File: src/rtl/aik_consts.svh
// constants for the two-wire bus controller: timing, addresses, codes
`ifndef AIK_CONSTS_SVH
`define AIK_CONSTS_SVH
// ----------------------------------------
// clock and bus timing
// ----------------------------------------
`define AIK_CLK_HZ 10000000
`define AIK_SCL_HZ 100000
// quarter period of the bus clock in system cycles, rounded down
`define AIK_QTR_CYC ((`AIK_CLK_HZ / `AIK_SCL_HZ) / 4)
// idle limit of the device in ms; the controller never idles mid-frame
`define AIK_TIMEOUT_MS 25
// ----------------------------------------
// addresses and codes
// ----------------------------------------
`define AIK_ADDR_BASE 7'h48
`define AIK_ADDR_GCALL 7'h00
`define AIK_GCALL_RESET 8'h06
`define AIK_HS_CODE 8'h08
// ----------------------------------------
// fifo
// ----------------------------------------
`define AIK_FIFO_DEPTH 8
`define AIK_FIFO_AW 3
`endif

File: src/rtl/aik_pkg.sv
// types shared by the two-wire bus controller files
package aik_pkg;
   // ----------------------------------------
   // command kinds
   // ----------------------------------------
   typedef enum logic [2:0]
   {
      AIK_OP_WRITE = 3'h0,  // pointer then two data bytes
      AIK_OP_PTR = 3'h1,    // pointer only
      AIK_OP_READ = 3'h2,   // two bytes from stored pointer
      AIK_OP_GRESET = 3'h3, // general call reset
      AIK_OP_HS = 3'h4      // high-speed code, then write
   } aik_op_type;
   // one queued command
   typedef struct packed
   {
      aik_op_type op;
      logic [1:0] sel;   // address select pin strap of the target
      logic [1:0] ptr;   // register pointer
      logic [15:0] data; // write value, upper byte first on the bus
   } aik_cmd_type;
   // one finished command
   typedef struct packed
   {
      logic [15:0] data; // read value
      logic nack;        // some byte not acknowledged
   } aik_rsp_type;
endpackage : aik_pkg

File: src/rtl/aik_ctrl.sv
// two-wire bus controller that drives a small converter target
// What this block does
// - lines only pulled low or released
// - eight-bit bytes, data changes while clock low
// - start: data falls while clock high
// - stop: data rises while clock high
// - address byte: seven bits plus direction
// - controller acknowledges each byte read except the last
// - repeated start opens new address phase
// - high-speed code 00001xxx after start
// - write: pointer byte then two data bytes
// - sixteen-bit values cross upper byte first
// - read ends by not-acknowledge or stop
module aik_ctrl
   import aik_pkg::*;
(
   input wire logic clk_sys,
   input wire logic rst,
   input wire logic cmd_valid,
   output logic cmd_ready,
   input wire aik_cmd_type cmd,
   output logic rsp_valid,
   output aik_rsp_type rsp,
   output logic busy,
   output logic scl_o,
   output logic scl_oe,
   input wire logic scl_i,
   output logic sda_o,
   output logic sda_oe,
   input wire logic sda_i
);
`include "aik_consts.svh"
   // ----------------------------------------
   // command queue
   // ----------------------------------------
   aik_cmd_type q_data;
   logic q_valid;
   logic q_ready;
   aik_fifo #(.WIDTH($bits(aik_cmd_type)), .DEPTH(`AIK_FIFO_DEPTH), .AW(`AIK_FIFO_AW)) u_fifo (
      .clk_sys(clk_sys),
      .rst(rst),
      .in_valid(cmd_valid),
      .in_ready(cmd_ready),
      .in_data(cmd),
      .out_valid(q_valid),
      .out_ready(q_ready),
      .out_data(q_data)
   );
   // ----------------------------------------
   // pin input synchronisers
   // ----------------------------------------
   logic [2:0] sda_sync_reg;  // three stages, last two agree
   logic [2:0] scl_sync_reg;
   logic sda_reg;             // filtered data line
   logic scl_reg;             // filtered clock line
   always_ff @(posedge clk_sys)
   begin
      if (rst)
      begin
         sda_sync_reg <= 3'h7;
         scl_sync_reg <= 3'h7;
         sda_reg <= 1'b1;
         scl_reg <= 1'b1;
      end
      else
      begin
         sda_sync_reg <= {sda_sync_reg[1:0], sda_i};
         scl_sync_reg <= {scl_sync_reg[1:0], scl_i};
         // a change counts once stages two and three agree
         if (sda_sync_reg[1] == sda_sync_reg[2])
         begin
            sda_reg <= sda_sync_reg[2];
         end
         if (scl_sync_reg[1] == scl_sync_reg[2])
         begin
            scl_reg <= scl_sync_reg[2];
         end
      end
   end
   // ----------------------------------------
   // quarter-bit tick divider
   // ----------------------------------------
   logic [7:0] div_reg;
   logic tick;
   logic stretch;  // target holds clock low
   assign tick = (div_reg == 8'(`AIK_QTR_CYC - 1)) && !stretch;
   always_ff @(posedge clk_sys)
   begin
      if (rst || tick)
      begin
         div_reg <= 8'h00;
      end
      else if (!stretch)
      begin
         div_reg <= div_reg + 8'h01;
      end
   end
   // ----------------------------------------
   // byte sequencer
   // ----------------------------------------
   typedef enum logic [2:0]
   {
      ST_IDLE = 3'b000,
      ST_START = 3'b001,
      ST_BIT = 3'b011,
      ST_STOP = 3'b010,
      ST_DONE = 3'b110
   } aik_state_type;
   aik_state_type state_reg;
   aik_cmd_type cur_reg;       // command in flight
   logic [1:0] phase_reg;      // quarter within a bit
   logic [3:0] bit_reg;        // 0..7 data, 8 acknowledge
   logic [2:0] byte_reg;       // byte index in the frame
   logic [7:0] tx_reg;         // byte being sent
   logic [15:0] rx_reg;        // read bytes, upper first
   logic nack_reg;
   logic rsp_valid_reg;
   logic scl_low_reg;          // we pull clock low
   logic sda_low_reg;          // we pull data low
   logic is_read;
   logic last_byte;
   logic [7:0] next_tx;
   // target address from its select strap
   function automatic logic [6:0] aik_target(input logic [1:0] s);
      aik_target = `AIK_ADDR_BASE | {5'h00, s};
   endfunction : aik_target
   assign is_read = cur_reg.op == AIK_OP_READ;
   // clock held low by the target at the end of the high quarter; sampling waits for it
   assign stretch = (state_reg == ST_BIT) && !scl_low_reg && !scl_reg && phase_reg == 2'h2
      && div_reg == 8'(`AIK_QTR_CYC - 1);
   // byte count per frame, address byte included
   always_comb
   begin
      case (cur_reg.op)
         AIK_OP_WRITE: last_byte = byte_reg == 3'h3;
         AIK_OP_HS: last_byte = byte_reg == 3'h4;
         AIK_OP_READ: last_byte = byte_reg == 3'h2;
         default: last_byte = byte_reg == 3'h1;
      endcase
   end
   // byte to send after the current one
   always_comb
   begin
      case (cur_reg.op)
         AIK_OP_HS:
            case (byte_reg)
               3'h0: next_tx = {aik_target(cur_reg.sel), 1'b0};
               3'h1: next_tx = {6'h00, cur_reg.ptr};
               3'h2: next_tx = cur_reg.data[15:8];
               default: next_tx = cur_reg.data[7:0];
            endcase
         AIK_OP_GRESET: next_tx = `AIK_GCALL_RESET;
         default:
            case (byte_reg)
               3'h0: next_tx = {6'h00, cur_reg.ptr};
               3'h1: next_tx = cur_reg.data[15:8];
               default: next_tx = cur_reg.data[7:0];
            endcase
      endcase
   end
   // first byte of a frame
   function automatic logic [7:0] aik_first(input aik_cmd_type c);
      case (c.op)
         AIK_OP_GRESET: aik_first = {`AIK_ADDR_GCALL, 1'b0};
         AIK_OP_HS: aik_first = `AIK_HS_CODE;
         AIK_OP_READ: aik_first = {aik_target(c.sel), 1'b1};
         default: aik_first = {aik_target(c.sel), 1'b0};
      endcase
   endfunction : aik_first
   assign q_ready = (state_reg == ST_IDLE);
   // frame sequencing; start, bit and stop steps run on quarter ticks
   always_ff @(posedge clk_sys)
   begin
      if (rst)
      begin
         state_reg <= ST_IDLE;
         cur_reg <= '0;
         phase_reg <= 2'h0;
         bit_reg <= 4'h0;
         byte_reg <= 3'h0;
         tx_reg <= 8'h00;
         rx_reg <= 16'h0000;
         nack_reg <= 1'b0;
         scl_low_reg <= 1'b0;
         sda_low_reg <= 1'b0;
         rsp_valid_reg <= 1'b0;
      end
      else
      begin
         rsp_valid_reg <= 1'b0;
         case (state_reg)
            ST_IDLE:
            begin
               if (q_valid)
               begin
                  cur_reg <= q_data;
                  tx_reg <= aik_first(q_data);
                  byte_reg <= 3'h0;
                  bit_reg <= 4'h0;
                  phase_reg <= 2'h0;
                  nack_reg <= 1'b0;
                  state_reg <= ST_START;
               end
            end
            ST_START:
            begin
               if (tick)
               begin
                  phase_reg <= phase_reg + 2'h1;
                  // quarter 0: let the clock up, which turns this into a repeated start mid-frame
                  if (phase_reg == 2'h0)
                  begin
                     scl_low_reg <= 1'b0;
                  end
                  // quarter 1: data low under high clock, quarter 3: clock low
                  if (phase_reg == 2'h1)
                  begin
                     sda_low_reg <= 1'b1;
                  end
                  if (phase_reg == 2'h3)
                  begin
                     scl_low_reg <= 1'b1;
                     state_reg <= ST_BIT;
                  end
               end
            end
            ST_BIT:
            begin
               if (tick)
               begin
                  phase_reg <= phase_reg + 2'h1;
                  case (phase_reg)
                     2'h0:
                     begin
                        // set data while clock low
                        if (bit_reg == 4'h8)
                        begin
                           // acknowledge slot: we pull only when reading more
                           sda_low_reg <= is_read && byte_reg != 3'h0 && !last_byte;
                        end
                        else if (is_read && byte_reg != 3'h0)
                        begin
                           sda_low_reg <= 1'b0;  // target drives, we release
                        end
                        else
                        begin
                           sda_low_reg <= !tx_reg[3'h7 - bit_reg[2:0]];
                        end
                     end
                     2'h1: scl_low_reg <= 1'b0;  // release, pullup raises it
                     2'h2:
                     begin
                        // sample on clock high
                        if (bit_reg == 4'h8)
                        begin
                           if (!(is_read && byte_reg != 3'h0) && sda_reg)
                           begin
                              // hs code is expected to go unanswered
                              nack_reg <= nack_reg || !(cur_reg.op == AIK_OP_HS && byte_reg == 3'h0);
                           end
                        end
                        else if (is_read && byte_reg != 3'h0)
                        begin
                           rx_reg <= {rx_reg[14:0], sda_reg};
                        end
                     end
                     default:
                     begin
                        scl_low_reg <= 1'b1;
                        if (bit_reg == 4'h8)
                        begin
                           bit_reg <= 4'h0;
                           byte_reg <= byte_reg + 3'h1;
                           tx_reg <= next_tx;
                           if (last_byte)
                           begin
                              state_reg <= ST_STOP;
                           end
                           else if (cur_reg.op == AIK_OP_HS && byte_reg == 3'h0)
                           begin
                              state_reg <= ST_START;  // repeated start before the address
                           end
                        end
                        else
                        begin
                           bit_reg <= bit_reg + 4'h1;
                        end
                     end
                  endcase
               end
            end
            ST_STOP:
            begin
               if (tick)
               begin
                  phase_reg <= phase_reg + 2'h1;
                  case (phase_reg)
                     2'h0: sda_low_reg <= 1'b1;
                     2'h1: scl_low_reg <= 1'b0;
                     2'h2: sda_low_reg <= 1'b0;
                     default: state_reg <= ST_DONE;
                  endcase
               end
            end
            ST_DONE:
            begin
               rsp_valid_reg <= 1'b1;
               state_reg <= ST_IDLE;
            end
            default: state_reg <= ST_IDLE;
         endcase
      end
   end
   // ----------------------------------------
   // registered outputs; lines only pulled low
   // ----------------------------------------
   always_ff @(posedge clk_sys)
   begin
      if (rst)
      begin
         scl_oe <= 1'b0;
         sda_oe <= 1'b0;
         busy <= 1'b0;
      end
      else
      begin
         scl_oe <= scl_low_reg;
         sda_oe <= sda_low_reg;
         busy <= state_reg != ST_IDLE;
      end
   end
   assign scl_o = 1'b0;
   assign sda_o = 1'b0;
   assign rsp_valid = rsp_valid_reg;
   assign rsp = '{data: rx_reg, nack: nack_reg};
endmodule : aik_ctrl

File: src/rtl/aik_fifo.sv
// small synchronous fifo with valid and ready on both sides
module aik_fifo #(
   parameter int WIDTH = 25,
   parameter int DEPTH = 8,
   parameter int AW = 3
)
(
   input wire logic clk_sys,
   input wire logic rst,
   input wire logic in_valid,
   output logic in_ready,
   input wire logic [WIDTH-1:0] in_data,
   output logic out_valid,
   input wire logic out_ready,
   output logic [WIDTH-1:0] out_data
);
   // ----------------------------------------
   // storage and pointers
   // ----------------------------------------
   logic [WIDTH-1:0] mem_reg [DEPTH];  // word store
   logic [AW:0] wr_reg;                // write pointer with wrap bit
   logic [AW:0] rd_reg;                // read pointer with wrap bit
   logic push;
   logic pop;
   // full when pointers differ only in the wrap bit
   assign in_ready = (wr_reg ^ rd_reg) != {1'b1, {AW{1'b0}}};
   assign out_valid = wr_reg != rd_reg;
   assign out_data = mem_reg[rd_reg[AW-1:0]];
   assign push = in_valid && in_ready;
   assign pop = out_valid && out_ready;
   // store incoming word
   always_ff @(posedge clk_sys)
   begin
      if (push)
      begin
         mem_reg[wr_reg[AW-1:0]] <= in_data;
      end
   end
   // pointer update
   always_ff @(posedge clk_sys)
   begin
      if (rst)
      begin
         wr_reg <= '0;
         rd_reg <= '0;
      end
      else
      begin
         if (push)
         begin
            wr_reg <= wr_reg + 1'b1;
         end
         if (pop)
         begin
            rd_reg <= rd_reg + 1'b1;
         end
      end
   end
endmodule : aik_fifo

File: config.mk
export PLATFORM = sky130hd
export DESIGN_NAME = aik_ctrl
export DESIGN_NICKNAME = d
export VERILOG_FILES = /design/src/rtl/aik_pkg.sv /design/src/rtl/aik_ctrl.sv /design/src/rtl/aik_fifo.sv
export VERILOG_INCLUDE_DIRS = /design/src /design/src/rtl
export SDC_FILE = /design/constraint.sdc
export NUM_CORES = 1
export LEC_CHECK = 0
export BUFFER_PORTS_ARGS = -buffer_cell sky130_fd_sc_hd__buf_2
export CAP_MARGIN = 10
export CELL_PAD_IN_SITES_DETAIL_PLACEMENT = 1
export CELL_PAD_IN_SITES_GLOBAL_PLACEMENT = 2
export CORE_AREA = 3 3 229 119
export CTS_CLUSTER_DIAMETER = 40
export CTS_CLUSTER_SIZE = 8
export DETAILED_ROUTE_END_ITERATION = 8
export DIE_AREA = 0 0 232 122
export PLACE_DENSITY_LB_ADDON = 0.1
export SLEW_MARGIN = 15
export SYNTH_ARGS = -nofsm -noshare
export SYNTH_HDL_FRONTEND = slang
export SYNTH_SLANG_ARGS = --single-unit
export TNS_END_PERCENT = 1
File: constraint.sdc
create_clock -name clk_sys -period 4.4 [get_ports clk_sys]
set_input_delay 0.22 -clock clk_sys [delete_from_list [all_inputs] [get_ports clk_sys]]
set_output_delay 0.22 -clock clk_sys [all_outputs]
set_load 0.05 [all_outputs]
# Word-level counts from Yosys, hierarchy flattened
# Memories as Yosys holds them, arrays and structs flattened. A register that Yosys moved wholly into a read port is not among the register bits.
# Index checks and enable logic that the tools add are counted.
# totals
romBits	0
latchBits	0
memories	1
elab_cells	181
out_inout_bits	24
register_bits	90
mem_bits_rw	184
inputBits	28
# op_classes
div_mod_pow	0
add_sub_neg	7
n_eq_ne	41
shifts	0
mux	64
mul	0
reduce_logical	41
n_lt_le_gt_ge	1
bitwise	2
# mem_list
name	depth	width	read_ports	rd_ports_with_merged_regs	write_ports	line_no	text
u_fifo.mem_reg	8	23	1	1	1	aik_fifo.sv:20	logic [WIDTH-1:0] mem_reg [DEPTH];
# op_table
op	n
3-bit two-way mux	16
8-bit case mux with 2 select lines	3
8-bit case mux with 3 select lines	2
8-bit two-way mux	4
3-bit by 2-bit equality test with 1-bit output, second input constant	8
1-bit two-way mux	22
2-bit != test, second input constant	9
4-bit two-way mux	4
7-bit AND reduction	2
4-bit by 1-bit adder with 4-bit output, second input constant	3
3-bit equality test, second input constant	4
2-bit by 1-bit != test with 1-bit output, second input constant	6
3-bit case mux with 4 select lines	1
1-bit logical AND	11
5-bit AND reduction	2
3-bit logical NOT	3
1-bit case mux with 3 select lines	3
9-bit AND reduction	1
3-bit nonzero test	3
8-bit by 1-bit adder with 8-bit output, second input constant	1
8-bit by 5-bit equality test with 1-bit output, second input constant	1
4-bit case mux with 2 select lines	1
1-bit logical NOT	7
3-bit by 1-bit equality test with 1-bit output, second input constant	2
28 further kinds	37

# Depth between registers and ports, before layout
# Gate-level depths: netlist of the first run.
# depth
word_depth	9
depth_mapped	10
ltp_nobuf	8

# Hierarchy
# A second synthesis of the first run with hierarchy kept.
# hier_totals
cells_unflattened	824
hier_area_um2	11661.2
# modules_own_cells
module	cells_per_inst	area_per_inst_um2	n_inst
aik_fifo	350	7663.6	1
aik_ctrl	474	3997.6	1

# Worst setup path before layout of the first run
# OpenSTA, ideal clock, no wires.
# synth_path
kind	register to register
start	reg u_fifo.wr_reg[0]
end	mem u_fifo.mem_reg[0][0] in the netlist's numbering, enable pin
setup_time_ns	0.432
period_less_slack_ns	3.634
arrival_ns	3.202
n_path_buf	1
path_stages_with_launch	7
setup_slack_ns	0.766
path_cell_list	dfxtp_1 -> buf_2 -> xnor2_1 -> nand4_1 -> nand2_1 -> or2_2 -> nor3_1
# synth_via
elab_chain_len	5
# synth_lines
element	line_no	text
start, declared	aik_fifo.sv:21	logic [AW:0] wr_reg;
start signal, assigned	aik_fifo.sv:51	wr_reg <= wr_reg + 1'b1;
4-bit bitwise XOR	aik_fifo.sv:26	assign in_ready = (wr_reg ^ rd_reg) != {1'b1, {AW{1'b0}}};
4-bit != test	aik_fifo.sv:26	
named net cmd_ready	aik_ctrl.sv:20	output logic cmd_ready,
1-bit logical AND	aik_fifo.sv:29	assign push = in_valid && in_ready;
1-bit two-way mux	aik_fifo.sv:34	if (push)
1-bit two-way mux (not written as such)	aik_fifo.sv:36	mem_reg[wr_reg[AW-1:0]] <= in_data;
end, declared	aik_fifo.sv:20	
# The timed path passes the listed nets, and every way through them passes these cells.

==> results of run 1 <==
## cell usage in the layout (no fill, tap or decap), types with 3 or more instances in the layout
master,synthesis,layout
a22oi_1,13,13
nand2b_1,6,6
nor2b_1,8,7
dfxtp_1,93,90
mux4_2,48,48
buf_2,13,49
xnor2_1,8,8
a21oi_1,27,27
o211ai_1,5,5
a211oi_1,23,23
o21ai_0,16,16
ha_1,14,14
dfxtp_2,0,3
a31oi_1,3,3
mux2i_1,39,39
nand3b_1,3,3
nor2_1,84,78
buf_4,5,14
nand4_1,5,5
clkbuf_1,24,26
nor3_1,14,12
or2_2,10,10
edfxtp_1,184,184
or3_1,5,5
inv_1,10,10
nor2_2,4,10
dlygate4sd3_1,0,26
clkbuf_16,0,42
xor2_1,12,12
nor3_2,2,4
nand2_1,28,28
nor3b_1,3,3
and2_1,4,4
nand3_1,18,18
## where the power goes
group,internal [mW],switching [mW]
registers,2.98,0.271
clock network,1.91,1.09
logic,0.682,0.864
## stage by stage
stage	utilization [%]	power, mW	setup slack [ns]	instances	area [um^2]
final	53.3	7.80	1.65	1235	13400
after global routing	53.3	8.22	1.47	1235	13400
after CTS	53.3	7.90	1.59	1235	13400
after detailed placement	47.3	4.84	1.63	1136	11900
after global placement	47.3	4.81	1.74	1136	11900
after floorplan	-	4.43	0.766	777	11300
## final cells by class
cell class / instances / area share (%)
clock buffer: 69 / 8.67
clock inverter: 4 / 0.737
inverter: 10 / 0.280
multi-input combinational: 442 / 27.4
sequential: 277 / 55.1
tap: 344 / 3.21
timing repair buffer: 89 / 4.55
## metal layers
metal,global-route usage [%],up-vias
li1,-,3142
met1,26.6,3410
met2,30.2,145
met3,3.97,23
met4,4.02,0
met5,0,-
## cell families (layout without fill, tap and decap cells)
group | Yosys count | after routing | share of synthesized area (%)
DFF | 277 | 277 | 65.3
AOI/OAI and AO/OA | 111 | 111 | 6.77
muxes | 89 | 89 | 13.2
and+or+nand+nor | 206 | 206 | 9.07
buffers and inverters | 58 | 172 | 2.43
adders and majority gates | 14 | 14 | 1.55
xor gates and xnor gates | 20 | 20 | 1.55
other | 1 | 2 | 0.0332
## repair_timing
item,4_1_cts,5_1_grt
hold buffers,26,0
endpoints found under the hold margin,187,0
resized for setup,0,0
## tightest hold or removal path: cells and delay by family
family          cells  cell delay (ns)
compound gates      1             0.09
buf+inv             1             0.10
simple gates        3             0.40
## how the worst max path moves through the flow
stage               depth (start not counted)                    to  slack (ns)             start
floorplan                                   6  u_fifo.mem_reg[0][0]        0.77  u_fifo.wr_reg[0]
global placement                            6             tx_reg[4]        1.74          register
detailed placement                          6             tx_reg[7]        1.63          register
CTS                                         6             tx_reg[7]        1.59          register
global route                                6             tx_reg[7]        1.47          register
finish                                      6             tx_reg[7]        1.65          register
==> run metrics, run 1 <==
Synth top area share=between 40% and 50%; r2r endpoint=tx_reg[7]; FF-to-FF path depth=6; Ant. Diodes=0; Synth Register Bits=277; wire length on met3=1.27 mm; wl on met1=12.3 mm; Final setup viols=0; vias in the first global route=7,132; grt total ovfl=0; Synth async-reset ratio=0%; worst hold-check path type=input pin to register; RSZ-0062 raised after global routing=no; Max VDD drop=0.000340 V; CTS Buf Count=41; worst-skew pair later-pin latency=approximately 0.53 ns; Reg area=roughly 7400 um^2; io pins=52; Hold Fails Final Rpt=0; CORE AREA=around 25,000 um^2; Final Cycle Share=roughly 62%; WS Path Type=register to register; Leak=~4.6 nW; Vias/cell=5.44; Main synth FF type=edfxtp_1; Commonest cells post-synth=edfxtp_1 (184), dfxtp_1 (93), nor2_1 (84); worst hold path startpoint=rst; highest clock rate=between 300 and 400 MHz; Post-synth EDFFs=between 150 and 200; die area=28,300 um^2; total track usage=approximately a fifth; DRT iter0 DRCs=slightly above 400; H-tree levels=2; worst slew pin tran=1.00 ns; crit-path max FO=28; postcts setup bufs=0; max incr delay on CP=between 0.9 and 1 ns; Mapped Avg Cell Area=between 10 and 15 um^2; CP top delay family=flip-flops; Routed WL=approximately 26 mm; num rows=between 40 and 50; Largest register FFs=~180; Slew HR=roughly a third; Synth Cell Area=around 11,000 um^2; Initial Utilization=between 40% and 50%; largest net degree at the start of global routing=79; status=completed; min Tclk post-route=~2.7 ns; Highest Signal Layer=met4; startpoint types=register; CTS root buf=clkbuf_16; synth top area cells=edfxtp_1 (49%), dfxtp_1 (16%), mux4_2 (9.6%), mux2i_1 (3.5%), nor2_1 (2.8%); sequential area share after synthesis=65.3%; first-pass GRT wire length=a little over 40 mm; footprint of the multi-input gates=3680 um^2; fill cell count=~2,500; ratio of cells with drive above 1 in the final layout=around 22%; drt wl/cell=about 21 um; Die W=approximately 230 um; # clock sinks=between 200 and 300; Buf/Inv on CP=0; Post-route DRC=0; CTS max path bufs=3; PortBufs=just under 50; Max Cap Violations=0; WHS Endpoint=tx_reg[2]; synth-to-layout area growth=18.6%; hold_ws=about 0.34 ns; hold depth=5; Crit-path slowest cell=dfxtp_2; Sum Neg Setup Slack=0 ns; wire length on met2=~12 mm; GPL Wtd Cong=between 0.7 and 0.8; initial antenna violation count=0; post-synthesis cell type count=66; Final Skew=0.0260 ns; CP required=4.80 ns; Worst Setup End Kind=register; CTS tree=done; Slew Limit Fails=0; cell breakdown of the critical path=mux4_2 > mux2_4 > and3_4 > nor2_2 > nor2_1 > o41ai_1; drt pass-1 iters=4; Routed Antenna Nets=0; DP HPWL=approximately 15 mm; Yosys top cell by area=edfxtp_1; WP data arrival=around 3.2 ns; final net count=roughly 900; Vias=6,720; P per Cell Area=approximately 580 nW/um^2; clk slew on worst S/H paths=about 0.05 ns; synthesized netlist cell count=776; Yosys warning count=0; Die Span Y=122 um; r2r setup slk=roughly 1.7 ns; most common cell in the netlist=edfxtp_1
(Power assumes the default switching activity.)
==> run 2, diff against run 1 <==
clock period = 2.83 ns   (was 4.4 ns; I/O delays follow)
==> run metrics, run 2 (same netlist as run 1, synthesis figures left out) <==
status=completed; CP required=3.28 ns (-1.52 ns); commonest non-fill, non-tap cell in the layout=edfxtp_1; Flop pwr share=40.3% (-1.4 points); Slew HR=50.7% (+18 points); postcts setup bufs=0 (unchanged); crit-path max FO=18 (-36%); footprint of the multi-input gates=3690 um^2 (+0.34%); DRT iter0 DRCs=475 (+15%); Die Span Y=122 um (unchanged); max incr delay on CP=0.58 ns (-0.40 ns); PortBufs=49 (unchanged); clk slew on worst S/H paths=0.05 ns (about the same); die area=28,300 um^2 (unchanged); Largest register FFs=184 (unchanged); Hold Fails Final Rpt=0 (unchanged); Slew Limit Fails=0 (unchanged); CTS tree=done; Crit-path slowest cell=dfxtp_1; startpoint types=register; WS Path Type=register to register; Final setup viols=0 (unchanged); Non-Filler Instances=1,249 (+1.1%); Ant. Diodes=0 (unchanged); drt pass-1 iters=4 (unchanged); min Tclk post-route=2.47 ns (-0.281 ns); vias in the first global route=7,114 (-0.25%); Vias=6,754 (+0.51%); num rows=41 (unchanged); Final Skew=0.0157 ns (-0.0103 ns); ratio of cells with drive above 1 in the final layout=23.4% (+1.3 points); P_int=8.72 mW (+57%); largest net degree at the start of global routing=58 (-27%); CORE AREA=25,100 um^2 (unchanged); dpl ws=0.383 ns (-1.24 ns); final net count=919 (+1.8%); Sum Neg Setup Slack=0 ns (unchanged); Post-route DRC=0 (unchanged); drt wl/cell=21.1 um (+2.1%); worst-skew pair later-pin latency=0.53 ns (about the same); Clk pwr share=37.3% (-1.2 points); io pins=52 (unchanged); highest clock rate=405 MHz (+11%); synth-to-layout area growth=20.3%; CP top delay family=compound AO/OA/AOI/OAI gates; Worst Setup End Kind=register; Buf/Inv on CP=0 (unchanged); Vias/cell=5.41 (-0.62%); wire length on met3=1.12 mm (-12%); first-pass GRT wire length=41.9 mm (+3.1%); worst hold-check path type=input pin to register; Max VDD drop=0.000514 V (+51%); Psw=3.60 mW (+62%); fill cell count=2,430 (-0.98%); Final Cycle Share=87.2% (+25 points); Leak=4.73 nW (+1.9%); wire length on met2=12.0 mm (+2.7%); WP data arrival=2.92 ns (-0.23 ns); placed cell count=1,152 (+1.4%); initial antenna violation count=0 (unchanged); CTS Buf Count=41 (unchanged); Die W=232 um (unchanged); commonest non-fill, non-tap cells in the layout=edfxtp_1 (184), dfxtp_1 (90), nor2_1 (78); grt total ovfl=0 (unchanged); H-tree levels=2 (unchanged); wl on met1=12.8 mm (+4.5%); cell breakdown of the critical path=xnor2_1 > and4b_1 > a211oi_1 > o21ai_2 > or3_1 > a21oi_1; worst slew pin tran=0.739 ns (-0.263 ns); Initial Utilization=45.0% (unchanged); CTS max path bufs=3 (unchanged); GPL Wtd Cong=0.768 (+3.8%); final setup margin=0.363 ns (-1.29 ns); Max Cap Violations=0 (unchanged); CTS root buf=clkbuf_16; P per Cell Area=906 nW/um^2 (+56%); Routed Antenna Nets=0 (unchanged); Gate power share=22.4% (+2.6 points); total track usage=19.4% (+0.65 points); DP HPWL=16.0 mm (+5.8%); Reg area=7390 um^2 (unchanged); # clock sinks=277 (unchanged); switching share of power=29.2% (+0.70 points); RSZ-0062 raised after global routing=no; Highest Signal Layer=met4; Routed WL=26.4 mm (+3.3%)
-- run 2: cell count changes in the layout (fill, tap and decap cells not counted) --
| cell | previous run | this run |
|---|---|---|
| buf_12 | 0 | 8 |
| buf_4 | 14 | 22 |
| bufinv_16 | 2 | 1 |
| clkbuf_1 | 26 | 25 |
| clkbuf_8 | 1 | 0 |
| clkinv_16 | 1 | 0 |
| clkinv_4 | 0 | 1 |
| clkinv_8 | 0 | 1 |
| inv_16 | 0 | 1 |
| inv_6 | 1 | 0 |
| nor3_2 | 4 | 2 |
| nor3_4 | 0 | 2 |
-- run 2: final timing paths --
path                          from               to  slack (ns)  depth (start not counted)
hold reg to reg    scl_sync_reg[0]  scl_sync_reg[1]        0.42                          1
setup reg to reg  u_fifo.wr_reg[2]        tx_reg[6]        0.36                          6
hold / removal                 rst        rx_reg[3]        0.02                          2
setup / recovery  u_fifo.wr_reg[2]        tx_reg[6]        0.36                          6
-- run 2: routing by layer --
| metal | vias to the layer above | GRT usage [%] |
|---|---|---|
| met4 | 0 | 4.75 |
| met1 | 3438 | 27.7 |
| met2 | 127 | 30.8 |
| met5 | - | 0 |
| met3 | 33 | 4.09 |
| li1 | 3156 | - |
-- run 2: metrics by stage --
step | total power, mW | utilization [%] | hold WS, ns | cell area (um^2)
6_report | 12.3 | 54.1 | 0.0240 | 13600
5_1_grt | 13.0 | 54.1 | 0.0326 | 13600
4_1_cts | 12.5 | 54.1 | 0.00838 | 13600
3_5_place_dp | 7.79 | 48.2 | 0.331 | 12100
3_3_place_gp | 7.73 | 48.2 | 0.329 | 12100
2_1_floorplan | 6.88 | - | 0.240 | 11300
-- run 2: area by class of cell --
cell class	count	share of cell area (%)
clock buffer	67	8.42
clock inverter	4	0.552
tap	344	3.16
multi-input combinational	442	27.1
sequential	277	54.3
inverter	10	0.276
timing repair buffer	105	6.11
-- run 2: power groups by stage --
| stage | sequential [mW] | combinational [mW] | clock (mW) |
|---|---|---|---|
| after CTS | 4.98 | 2.78 | 4.72 |
| after floorplan | 4.87 | 2.01 | 0 |
| final | 4.97 | 2.76 | 4.60 |
| after global placement | 5.03 | 2.70 | 0 |
| after global routing | 5.01 | 3.06 | 4.92 |
| after detailed placement | 5.05 | 2.74 | 0 |
-- run 2: repair_timing --
| item | in CTS | in global routing |
|---|---|---|
| resized for setup | 0 | 0 |
| hold buffers | 26 | 0 |
| endpoints found under the hold margin | 189 | 0 |
-- run 2: worst register-to-register path, cell delays in order (launching register included) --
cell,delay [ns]
dfxtp_1,0.58
xnor2_1,0.17
and4b_1,0.34
a211oi_1,0.42
o21ai_2,0.31
or3_1,0.43
a21oi_1,0.15
